## config.mk

```make
export PLATFORM = sky130hd
export DESIGN_NAME = ctm_timer
export DESIGN_NICKNAME = d
export VERILOG_FILES = /design/src/ctm_pkg.sv /design/src/ctm_timer.sv
export SDC_FILE = /design/constraint.sdc
export NUM_CORES = 1
export LEC_CHECK = 0
export ABC_AREA = 1
export BUFFER_PORTS_ARGS = -buffer_cell sky130_fd_sc_hd__buf_2
export CAP_MARGIN = 20
export CORE_MARGIN = 2
export CORE_UTILIZATION = 40
export CTS_CLUSTER_SIZE = 20
export DETAILED_ROUTE_END_ITERATION = 10
export HOLD_SLACK_MARGIN = 0.1
export PLACE_DENSITY = 0.55
export SLEW_MARGIN = 30
export SYNTH_ARGS = -nofsm -noshare
export SYNTH_HDL_FRONTEND = slang
export SYNTH_SLANG_ARGS = --single-unit
```

## constraint.sdc

```tcl
create_clock -name clk_sys -period 2.7 [get_ports clk_sys]
set_input_delay 0.405 -clock clk_sys [delete_from_list [all_inputs] [get_ports clk_sys]]
set_output_delay 0.405 -clock clk_sys [all_outputs]
set_load 0.02 [all_outputs]
```

## src/ctm_pkg.sv

```systemverilog
// package for the compact 10-bit timer: register map, fields, encodings
// Contract
// - pause bit set stops counting, module stays powered; clearing resumes counting
// - pause holds the counter value; counting resumes from that held value
// - clock select 000 sys/4, 001 sys, 010 high/16, 011 high/64, 100 tbc, 110/111 pin edges
// - on bit 1 runs the counter; 0 stops counting and powers off
// - on bit rising clears counter; falling keeps counter value
// - compare mode: on bit rising restores output to initial level
// - period value compared to counter bits 9..7; 000 means 1024 clocks
// - period value zero lets the counter run to maximum and overflow
// - mode 00 compare output, 01 undefined, 10 pwm, 11 timer/counter
// - compare mode output function on match A: none, low, high, toggle
// - requested level equal to initial level gives no visible pin change
// - pwm output function: 00 inactive, 01 active, 10 waveform, 11 undefined
// - compare mode initial level bit: 0 low, 1 high; unused in timer mode
// - pwm mode initial level bit selects active level: 0 low, 1 high
// - invert bit inverts output pin; ignored in timer/counter mode
// - swap bit 0: period value period, compare duty; 1 reversed
// - clear select 1 clears on match A; 0 on match P or overflow
// - overflow clear only when period value zero; clear select ignored in pwm
// - counter readable only, low byte bits 7..0, high byte bits 9..8
// - compare low write goes to buffer; high write loads both bytes together
// - high byte read copies low byte into buffer; low read returns buffer
// - compare mode output changes only on match A flag, not match P
// - counter clears by overflow or match raise a timer flag; here overflow raises no flag, only match A and match P set one
package ctm_pkg;
  localparam logic [2:0] ADDR_CTRL0 = 3'h0;
  localparam logic [2:0] ADDR_CTRL1 = 3'h1;
  localparam logic [2:0] ADDR_CNT_LO = 3'h2;
  localparam logic [2:0] ADDR_CNT_HI = 3'h3;
  localparam logic [2:0] ADDR_CMPA_LO = 3'h4;
  localparam logic [2:0] ADDR_CMPA_HI = 3'h5;
  localparam logic [2:0] ADDR_FLAGS = 3'h6;
  localparam logic [7:0] CTRL_RESET = 8'h00;
  localparam logic [9:0] CNT_MAX = 10'h3ff;
  localparam logic [9:0] CNT_ONE = 10'h001;
  localparam logic [2:0] PERIOD_OVF = 3'h0;
  localparam logic [3:0] DIV4_LAST = 4'h3;
  localparam logic [3:0] DIV16_LAST = 4'hf;
  localparam logic [5:0] DIV64_LAST = 6'h3f;

  typedef enum logic [2:0] {
    CK_SYS_DIV4, CK_SYS, CK_HIGH_DIV16, CK_HIGH_DIV64,
    CK_TBC, CK_UNDEF, CK_PIN_RISE, CK_PIN_FALL
  } clk_sel_t;

  typedef enum logic [1:0] {MODE_CMP, MODE_UNDEF, MODE_PWM, MODE_TIMER} mode_t;

  typedef struct packed {
    logic count_pause;
    clk_sel_t clock_source_select;
    logic timer_on;
    logic [2:0] period_compare_value;
  } ctrl0_t;

  typedef struct packed {
    mode_t operating_mode_select;
    logic [1:0] output_function_select;
    logic output_initial_level;
    logic output_invert;
    logic period_duty_swap;
    logic clear_source_select;
  } ctrl1_t;
endpackage

```

## src/ctm_timer.sv

```systemverilog
// compact 10-bit timer with avalon-mm register slave
//
// The Avalon-MM interface to the registers and the register addresses were decided locally.
`timescale 1ns/1ps
`default_nettype none
module ctm_timer
  import ctm_pkg::*;
(
  input wire logic clk_sys,
  input wire logic rst_b,
  input wire logic [2:0] avs_address,
  input wire logic avs_read,
  input wire logic avs_write,
  input wire logic [7:0] avs_writedata,
  output logic [7:0] avs_readdata,
  output logic avs_waitrequest,
  input wire logic high_speed_clock_tick,
  input wire logic time_base_clock_tick,
  input wire logic external_count_input,
  output logic timer_output_pin_a,
  output logic timer_output_pin_b,
  output logic timer_output_pin_c,
  output logic compare_a_flag,
  output logic compare_p_flag
);
  ctrl0_t ctrl0_q;
  ctrl1_t ctrl1_q;
  logic [9:0] cnt_q;
  logic [9:0] cmpa_q;
  logic [7:0] buf_q;
  logic [7:0] rdata_q;
  logic ack_q;
  logic on_q;
  logic out_q;
  logic aflag_q, pflag_q;
  logic [3:0] div4_q;
  logic [3:0] div16_q;
  logic [5:0] div64_q;
  logic ext_s1_q, ext_s2_q, ext_s3_q;
  logic hs_s1_q, hs_s2_q, hs_s3_q;
  logic tb_s1_q, tb_s2_q, tb_s3_q;
  logic tick, match_a, match_p, overflow, clear_cnt;
  logic on_rise, wr, rd, rd_cap;
  logic hs_edge, tb_edge;

  function automatic logic rise(input logic now, input logic prev);
    return now & ~prev;
  endfunction

  // one wait cycle; side effects land only at the edge that sees waitrequest low
  assign avs_waitrequest = (avs_read | avs_write) & ~ack_q;
  assign wr = avs_write & ack_q;
  assign rd = avs_read & ack_q;
  // read data captured a cycle early so it already stands at the accepting edge
  assign rd_cap = avs_read & ~ack_q;
  assign avs_readdata = rdata_q;

  always_ff @(posedge clk_sys or negedge rst_b) begin
    if (!rst_b) begin
      ack_q <= 1'b0;
    end else begin
      ack_q <= (avs_read | avs_write) & ~ack_q;
    end
  end

  // pins from outside pass two flops before use
  always_ff @(posedge clk_sys or negedge rst_b) begin
    if (!rst_b) begin
      ext_s1_q <= 1'b0;
      ext_s2_q <= 1'b0;
      ext_s3_q <= 1'b0;
      hs_s1_q <= 1'b0;
      hs_s2_q <= 1'b0;
      hs_s3_q <= 1'b0;
      tb_s1_q <= 1'b0;
      tb_s2_q <= 1'b0;
      tb_s3_q <= 1'b0;
    end else begin
      ext_s1_q <= external_count_input;
      ext_s2_q <= ext_s1_q;
      ext_s3_q <= ext_s2_q;
      hs_s1_q <= high_speed_clock_tick;
      hs_s2_q <= hs_s1_q;
      hs_s3_q <= hs_s2_q;
      tb_s1_q <= time_base_clock_tick;
      tb_s2_q <= tb_s1_q;
      tb_s3_q <= tb_s2_q;
    end
  end

  assign hs_edge = rise(hs_s2_q, hs_s3_q);
  assign tb_edge = rise(tb_s2_q, tb_s3_q);

  // prescalers
  always_ff @(posedge clk_sys or negedge rst_b) begin
    if (!rst_b) begin
      div4_q <= 4'h0;
      div16_q <= 4'h0;
      div64_q <= 6'h00;
    end else begin
      div4_q <= (div4_q == DIV4_LAST) ? 4'h0 : div4_q + 4'h1;
      if (hs_edge) begin
        div16_q <= div16_q + 4'h1;
        div64_q <= div64_q + 6'h01;
      end
    end
  end

  always_comb begin
    unique case (ctrl0_q.clock_source_select)
      CK_SYS_DIV4: tick = (div4_q == DIV4_LAST);
      CK_SYS: tick = 1'b1;
      CK_HIGH_DIV16: tick = hs_edge && (div16_q == DIV16_LAST);
      CK_HIGH_DIV64: tick = hs_edge && (div64_q == DIV64_LAST);
      CK_TBC: tick = tb_edge;
      CK_UNDEF: tick = 1'b0;
      CK_PIN_RISE: tick = rise(ext_s2_q, ext_s3_q);
      CK_PIN_FALL: tick = rise(ext_s3_q, ext_s2_q);
    endcase
  end

  // match detection, evaluated on the counter's next value
  logic [9:0] cnt_inc;
  logic [9:0] period_lim;
  logic pwm;
  assign pwm = (ctrl1_q.operating_mode_select == MODE_PWM);
  assign cnt_inc = cnt_q + CNT_ONE;
  assign period_lim = {ctrl0_q.period_compare_value, 7'h00};
  assign match_a = (cnt_inc == cmpa_q) && (cmpa_q != 10'h000);
  assign match_p = (ctrl0_q.period_compare_value != PERIOD_OVF) &&
                   (cnt_inc == period_lim);
  assign overflow = (cnt_q == CNT_MAX);

  always_comb begin
    if (pwm) begin
      // clear select ignored; picks the period source
      clear_cnt = ctrl1_q.period_duty_swap ? match_a : (match_p | overflow);
    end else if (ctrl1_q.clear_source_select) begin
      clear_cnt = match_a | overflow;
    end else begin
      clear_cnt = match_p | overflow;
    end
  end

  logic run;
  assign run = ctrl0_q.timer_on && !ctrl0_q.count_pause && tick;
  assign on_rise = rise(ctrl0_q.timer_on, on_q);

  always_ff @(posedge clk_sys or negedge rst_b) begin
    if (!rst_b) begin
      on_q <= 1'b0;
    end else begin
      on_q <= ctrl0_q.timer_on;
    end
  end

  // counter
  always_ff @(posedge clk_sys or negedge rst_b) begin
    if (!rst_b) begin
      cnt_q <= 10'h000;
    end else if (on_rise) begin
      cnt_q <= 10'h000;
    end else if (run) begin
      cnt_q <= clear_cnt ? 10'h000 : cnt_inc;
    end
    // otherwise holds: pause or off keeps the value
  end

  // flags, set beats software clear
  logic a_set, p_set;
  assign a_set = run && match_a;
  assign p_set = run && match_p && (pwm || !ctrl1_q.clear_source_select);
  always_ff @(posedge clk_sys or negedge rst_b) begin
    if (!rst_b) begin
      aflag_q <= 1'b0;
      pflag_q <= 1'b0;
    end else begin
      if (a_set) begin
        aflag_q <= 1'b1;
      end else if (wr && avs_address == ADDR_FLAGS && avs_writedata[0]) begin
        aflag_q <= 1'b0;
      end
      if (p_set) begin
        pflag_q <= 1'b1;
      end else if (wr && avs_address == ADDR_FLAGS && avs_writedata[1]) begin
        pflag_q <= 1'b0;
      end
    end
  end
  assign compare_a_flag = aflag_q;
  assign compare_p_flag = pflag_q;

  // output level before inversion
  logic pwm_active;
  always_comb begin
    if (ctrl1_q.period_duty_swap) begin
      pwm_active = (ctrl0_q.period_compare_value == PERIOD_OVF) ||
                   (cnt_q < period_lim);
    end else begin
      pwm_active = (cnt_q < cmpa_q) ||
                   ((ctrl0_q.period_compare_value != PERIOD_OVF) &&
                    (cmpa_q >= period_lim));
    end
  end

  always_ff @(posedge clk_sys or negedge rst_b) begin
    if (!rst_b) begin
      out_q <= 1'b0;
    end else if (ctrl1_q.operating_mode_select == MODE_CMP) begin
      if (on_rise) begin
        out_q <= ctrl1_q.output_initial_level;
      end else if (a_set) begin
        unique case (ctrl1_q.output_function_select)
          2'h0: out_q <= out_q;
          2'h1: out_q <= 1'b0;
          2'h2: out_q <= 1'b1;
          2'h3: out_q <= ~out_q;
        endcase
      end
    end else if (pwm) begin
      unique case (ctrl1_q.output_function_select)
        2'h0: out_q <= ~ctrl1_q.output_initial_level;
        2'h1: out_q <= ctrl1_q.output_initial_level;
        2'h2: out_q <= pwm_active ? ctrl1_q.output_initial_level
                                  : ~ctrl1_q.output_initial_level;
        2'h3: out_q <= out_q;
      endcase
    end
  end

  logic pin;
  // timer mode leaves the pin idle; pin sharing is outside this block
  assign pin = (ctrl1_q.operating_mode_select == MODE_TIMER) ? 1'b0
             : out_q ^ ctrl1_q.output_invert;
  assign timer_output_pin_a = pin;
  assign timer_output_pin_b = pin;
  assign timer_output_pin_c = pin;

  // register writes
  always_ff @(posedge clk_sys or negedge rst_b) begin
    if (!rst_b) begin
      ctrl0_q <= ctrl0_t'(CTRL_RESET);
      ctrl1_q <= ctrl1_t'(CTRL_RESET);
      cmpa_q <= 10'h000;
    end else if (wr) begin
      if (avs_address == ADDR_CTRL0) begin
        ctrl0_q <= ctrl0_t'(avs_writedata);
      end
      if (avs_address == ADDR_CTRL1) begin
        ctrl1_q <= ctrl1_t'(avs_writedata);
      end
      if (avs_address == ADDR_CMPA_HI) begin
        cmpa_q <= {avs_writedata[1:0], buf_q};
      end
    end
  end

  // shared 8-bit holding buffer
  always_ff @(posedge clk_sys or negedge rst_b) begin
    if (!rst_b) begin
      buf_q <= 8'h00;
    end else if (wr && avs_address == ADDR_CMPA_LO) begin
      buf_q <= avs_writedata;
    end else if (rd && avs_address == ADDR_CNT_HI) begin
      buf_q <= cnt_q[7:0];
    end else if (rd && avs_address == ADDR_CMPA_HI) begin
      buf_q <= cmpa_q[7:0];
    end
  end

  // read data
  always_ff @(posedge clk_sys or negedge rst_b) begin
    if (!rst_b) begin
      rdata_q <= 8'h00;
    end else if (rd_cap) begin
      unique case (avs_address)
        ADDR_CTRL0: rdata_q <= ctrl0_q;
        ADDR_CTRL1: rdata_q <= ctrl1_q;
        ADDR_CNT_LO: rdata_q <= buf_q;
        ADDR_CNT_HI: rdata_q <= {6'h00, cnt_q[9:8]};
        ADDR_CMPA_LO: rdata_q <= buf_q;
        ADDR_CMPA_HI: rdata_q <= {6'h00, cmpa_q[9:8]};
        ADDR_FLAGS: rdata_q <= {6'h00, pflag_q, aflag_q};
        default: rdata_q <= 8'h00;
      endcase
    end
  end
endmodule // ctm_timer
`default_nettype wire

```

# Word level (Yosys, flattened, before mapping)
# Index checks and enable logic that the tools add are counted.
dict set report op_classes {
  n_bitwise 21
  mux 25
  n_reduce_logical 38
  add_sub_neg 4
  eq_ne 27
  n_lt_le_gt_ge 3
}
# operator n
set op_table {}
lappend op_table {{$pmux W8 S6} 1}
lappend op_table {{$mux W10} 3}
lappend op_table {{$mux W8} 3}
lappend op_table {{$eq A3 B3 Y1 const B} 7}
lappend op_table {{$eq A10 B10 Y1} 2}
lappend op_table {{$lt A10 B10 Y1} 2}
lappend op_table {{$logic_and A1 B1 Y1} 16}
lappend op_table {{$mux W1} 14}
lappend op_table {{$eq A3 B2 Y1 const B} 4}
lappend op_table {{$add A10 B1 Y10 const B} 1}
lappend op_table {{$eq A10 B10 Y1 const B} 1}
lappend op_table {{$ge A10 B10 Y1} 1}
lappend op_table {{$reduce_bool A10 Y1} 1}
lappend op_table {{$and A1 B1 Y1} 9}
lappend op_table {{$logic_not A3 Y1} 3}
lappend op_table {{$add A4 B1 Y4 const B} 2}
lappend op_table {{$eq A2 B2 Y1 const B} 4}
lappend op_table {{$not A1 Y1} 8}
lappend op_table {{$pmux W1 S8} 1}
lappend op_table {{$reduce_bool A2 Y1} 4}
lappend op_table {{$add A6 B1 Y6 const B} 1}
lappend op_table {{$eq A3 B1 Y1 const B} 2}
lappend op_table {{$eq A6 B6 Y1 const B} 1}
lappend op_table {{$ne A3 B3 Y1 const B} 2}
lappend op_table {{15 further kinds} 25}
dict set report totals {
  ff_bits 80
  inputBits 18
}

# Logic depth before layout (Yosys ltp)
dict set report logic_depth {
  depth_word 9
  depth_mapped 17
  mapped_depth_nobuf 17
}

# Worst setup path before layout
# No wires, ideal clock.
dict set report synth_timing {
  path_kind {register to register}
  from {reg cnt_q[1]}
  to {reg cnt_q[0]}
  slack_ns 0.772
  path_buffers 0
  setup_time_ns 0.118
  stages_incl_launch_ff 15
  t_required_ns 2.582
  t_arrival_ns 1.810
  path_cell_list {dfrtp_1 -> ha_1 -> or2_2 -> nand2_1 -> nand3_1 -> nor2_2 -> nand3_1 -> nor2_2 -> nand3_2 -> nand2_1 -> nand2_1 -> nand2_2 -> clkinv_4 -> nand3_1 -> nand2_1}
}
dict set report synth_between {
  elab_chain_cells 9
  elab_cells_between_ends 14
  cone_classes {1 x add/sub; 3 x eq/ne; 6 x mux; 2 x bitwise; 2 x reduce/logical}
}
# item line
set synth_rtl {}
lappend synth_rtl {{from (decl)} ctm_timer.sv:28} ;# logic [9:0] cnt_q;
lappend synth_rtl {{from (signal assigned)} ctm_timer.sv:164} ;# cnt_q <= clear_cnt ? 10'h000 : cnt_inc;
lappend synth_rtl {{$add A10 B1 Y10} ctm_timer.sv:127} ;# assign cnt_inc = cnt_q + CNT_ONE;
lappend synth_rtl {{$eq A10 B10 Y1, on equally long branches} {ctm_timer.sv:131, ctm_timer.sv:129}}
lappend synth_rtl {{$logic_and A1 B1 Y1, on equally long branches} {ctm_timer.sv:130, ctm_timer.sv:129}}
lappend synth_rtl {{$or A1 B1 Y1, on equally long branches} {ctm_timer.sv:137, ctm_timer.sv:141, ctm_timer.sv:139}}
lappend synth_rtl {{$mux W1, on equally long branches} {ctm_timer.sv:138, ctm_timer.sv:137}}
lappend synth_rtl {{$mux W1 *} ctm_timer.sv:135} ;# if (pwm) begin
lappend synth_rtl {{$mux W10 *} ctm_timer.sv:164}
lappend synth_rtl {{$mux W10 *} ctm_timer.sv:163} ;# end else if (run) begin
lappend synth_rtl {{$mux W10 *} ctm_timer.sv:161} ;# end else if (on_rise) begin
# Every way passes the cells marked *; elsewhere a longest branch is shown, timed or not. The select of a mux whose other input is x is not followed.
# A chain may end at the register's enable or synchronous reset.

# Worst setup path after layout
dict set report layout_timing {
  from {reg cnt_q[1]}
  to {reg cnt_q[3]}
}
dict set report layout_between {
  elab_chain_cells 9
  elab_cells_between_ends 14
  cone_classes {1 x add/sub; 3 x eq/ne; 6 x mux; 2 x bitwise; 2 x reduce/logical}
}
# item line
set layout_rtl {}
lappend layout_rtl {{$add A10 B1 Y10} ctm_timer.sv:127}
lappend layout_rtl {{$eq A10 B10 Y1, on equally long branches} {ctm_timer.sv:131, ctm_timer.sv:129}}
lappend layout_rtl {{$logic_and A1 B1 Y1, on equally long branches} {ctm_timer.sv:130, ctm_timer.sv:129}}
lappend layout_rtl {{$or A1 B1 Y1, on equally long branches} {ctm_timer.sv:137, ctm_timer.sv:141, ctm_timer.sv:139}}
lappend layout_rtl {{$mux W1, on equally long branches} {ctm_timer.sv:138, ctm_timer.sv:137}}
lappend layout_rtl {{$mux W1} ctm_timer.sv:135}
lappend layout_rtl {{$mux W10 *} ctm_timer.sv:164}
lappend layout_rtl {{$mux W10 *} ctm_timer.sv:163}
lappend layout_rtl {{$mux W10 *} ctm_timer.sv:161}
# Marked as above.

==> flow_summary.ini <==
[place]
dp_hpwl_um = 9650
place_inst = 780
gp_congestion = 0.893
dp_slack_ps = 418
port_buffers = 31

[synth]
syn_inst = 611
async_reset_ff_frac = 1.00
synth-seq-area-share = 0.430
synth.net_count = 653
synth_enable_flop_cells = 0
synth_seq_cells = 80
syn_area_um2 = 4650
ys_warn_count = 0
synth_cell_types = 38
syn_area_per_cell_um2 = 7.62
synthFlopType = dfrtp_1

[sta]
tns_ps = 0
max_freq_mhz = 432
slew_viol_final = 0
setup_slack_ps = 384
setup_viol = 0
finalCritPeriodShare = 0.858
hold_viol = 0
slew_headroom = 0.455
rsz0062_at_grt = no
fin_crit_ps = 2320
fin_worst_skew_ps = 6.81
worst_pin_slew_ps = 813

[layout]
final_common_cell = nand2_1
layout.nets = 690
ff_latch_area_um2 = 2000
drive_gt1_frac = 0.119
utilization = 0.466
multi_input_area_um2 = 2310
mostFrequentLayoutCells = nand2_1, dfrtp_1, inv_1
layout.cells.non_filler = 796
syn2layout_area_growth_pct = 13.9
nFillCells = 1152
antennaDiodeCount = 0

[clock_network]
path_clk_slew_ps = 70
clk_path_buf_depth = 2
ctsResizeCount = 0
clock_tree.htree_level_count = 3
hold_buffers = 0
cts.sinks = 80
cts-buffers-inserted = 9
clock_latency_ps = 350
ctsRootBufferMaster = clkbuf_16
post_cts_buffers = 0
cts_tree = done

[floorplanning]
std_cell_rows = 39
dieArea_um2 = 12500
die_h_um = 112
die_x_um = 112
start_util = 0.409
ios = 32
coreArea_um2 = 11400

[critical_path]
cp.arrival_ps = 2550
cp.required_ps = 2930
cp-start-kind = flip-flop
crit_slowest_cell = dfrtp_1
end_kind = flip-flop
path_cells = ha_1 > nand2_2 > nor2_4 > nand3_2 > nand2_2 > nand2_1 > nand2_1 > nand3_1 > nor2_2 > nand2_2 > nand2_1 > nand3_4 > nand3_1 > nand2_1
crit_top_cell = nand2_1
crit_fanout = 10
crit_type = flip-flop to flip-flop
cpPeakStageDelay_ps = 530

[hold_path]
hold_class = input port to asynchronous set/reset pin

[routing]
wl_per_cell_um = 15.8
drc_errors = 0
vias_per_cell = 5.21
drt_wl_total_um = 12600
antenna_left = 0
dr.first_iter.drc_count = 379
drtPass1Iterations = 5
via_count = 4148

[global_routing]
grt-ovfl-total = 0
globalRouteTotalUtil = 0.214
antenna_found_initial = 0
grt_pass1_wl_um = 20800
grt_max_degree = 49
grt_pass1_vias = 3981

[outcome]
status = finished, final reports clean

[flow_run]
maxCapViolCount = 0

[power_and_ir_drop]
finalPower_uw = 4430
pwr_density_cell_nw_per_um2 = 835
ir_drop_uv = 531
leakage_uw = 0.00262
==> cells in the mapped netlist, types with 2 or more instances <==
| library cell | number | area (um^2) |
|---|---|---|
| inv_1 | 73 | 274 |
| nand3b_1 | 3 | 22.5 |
| nand2_1 | 168 | 631 |
| xnor2_1 | 4 | 35.0 |
| nand3_1 | 48 | 240 |
| clkbuf_1 | 7 | 26.3 |
| nand3_2 | 2 | 20.0 |
| o21ai_0 | 40 | 200 |
| buf_4 | 4 | 30.0 |
| xor2_1 | 7 | 61.3 |
| nor2_4 | 3 | 33.8 |
| a31oi_1 | 5 | 31.3 |
| nor3_1 | 7 | 35.0 |
| nor2_1 | 64 | 240 |
| o21ai_1 | 2 | 10.0 |
| o21bai_1 | 2 | 15.0 |
| o22ai_1 | 8 | 50.1 |
| a21oi_1 | 18 | 90.1 |
| o211ai_1 | 6 | 45.0 |
| nand2_2 | 10 | 62.6 |
| a221oi_1 | 2 | 17.5 |
| nand4_1 | 6 | 37.5 |
| dfrtp_1 | 80 | 2000 |
| ha_1 | 24 | 300 |
| nor2_2 | 5 | 31.3 |
==> where the power goes <==
| part | leakage [uW] | total, uW | switching, uW | internal (uW) |
|---|---|---|---|---|
| Combinational | 0.00148 | 1330 | 844 | 486 |
| Sequential | 0.000993 | 1830 | 322 | 1500 |
| Clock | 0.000145 | 1270 | 526 | 745 |
| Total | 0.00262 | 4430 | 1690 | 2740 |
==> final timing paths <==
path,from,end,slack [ps],depth (start not counted)
min reg2reg,ext_s1_q$_DFF_PN0_,ext_s2_q$_DFF_PN0_,350,0
max reg2reg,cnt_q[1]$_DFFE_PN0P_,cnt_q[3]$_DFFE_PN0P_,380,14
min,rst_b,cnt_q[5]$_DFFE_PN0P_,90,1
max,cnt_q[1]$_DFFE_PN0P_,cnt_q[3]$_DFFE_PN0P_,380,14
max in group asynchronous,rst_b,ctrl1_q[2]$_DFFE_PN0P_,2000,2
min in group clk_sys,external_count_input,ext_s1_q$_DFF_PN0_,160,1
==> flip-flops by register name (all words and copies together), names as in the netlist, 6 cells and up <==
name / count
buf_q: 8
avs_readdata: 8
ctrl0_q: 8
div64_q: 6
ctrl1_q: 8
cnt_q: 10
cmpa_q: 10
==> logic make-up after synthesis <==
family | Yosys count | share of synthesized area
AND/OR/NAND/NOR | 318 | 0.296
AO/OA/AOI/OAI | 92 | 0.115
flip-flops | 80 | 0.430
adder cells (fa/ha/maj) | 24 | 0.0645
XOR/XNOR | 11 | 0.0207
buffers and inverters | 86 | 0.0739
==> worst max-delay path, delay by kind of cell (launching register included) <==
family	cells	cell delay, ps
fa+ha+maj	1	260
flops	1	530
simple gates	13	1430
==> stage by stage <==
step	hold WS (ps)	area [um^2]
4_1_cts	118	5300
3_5_place_dp	335	4990
5_1_grt	148	5300
2_1_floorplan	109	4650
6_report	90.2	5300
3_3_place_gp	333	4990
==> routing by layer <==
layer	wire (um)	track usage	up-vias
li1	-	-	2067
met1	5920	0.300	1938
met2	5670	0.324	128
met3	728	0.0425	15
met4	244	0.0881	0
met5	0	0	-
==> cell type report <==
type / count / share of cell area
repair buffers: 38 / 0.0420
clock buffers: 10 / 0.0451
clock inverters: 6 / 0.0127
well taps: 143 / 0.0338
multi-input cells: 445 / 0.435
flip-flops and latches: 80 / 0.378
inverters: 74 / 0.0534
(Power assumes the default switching activity.)
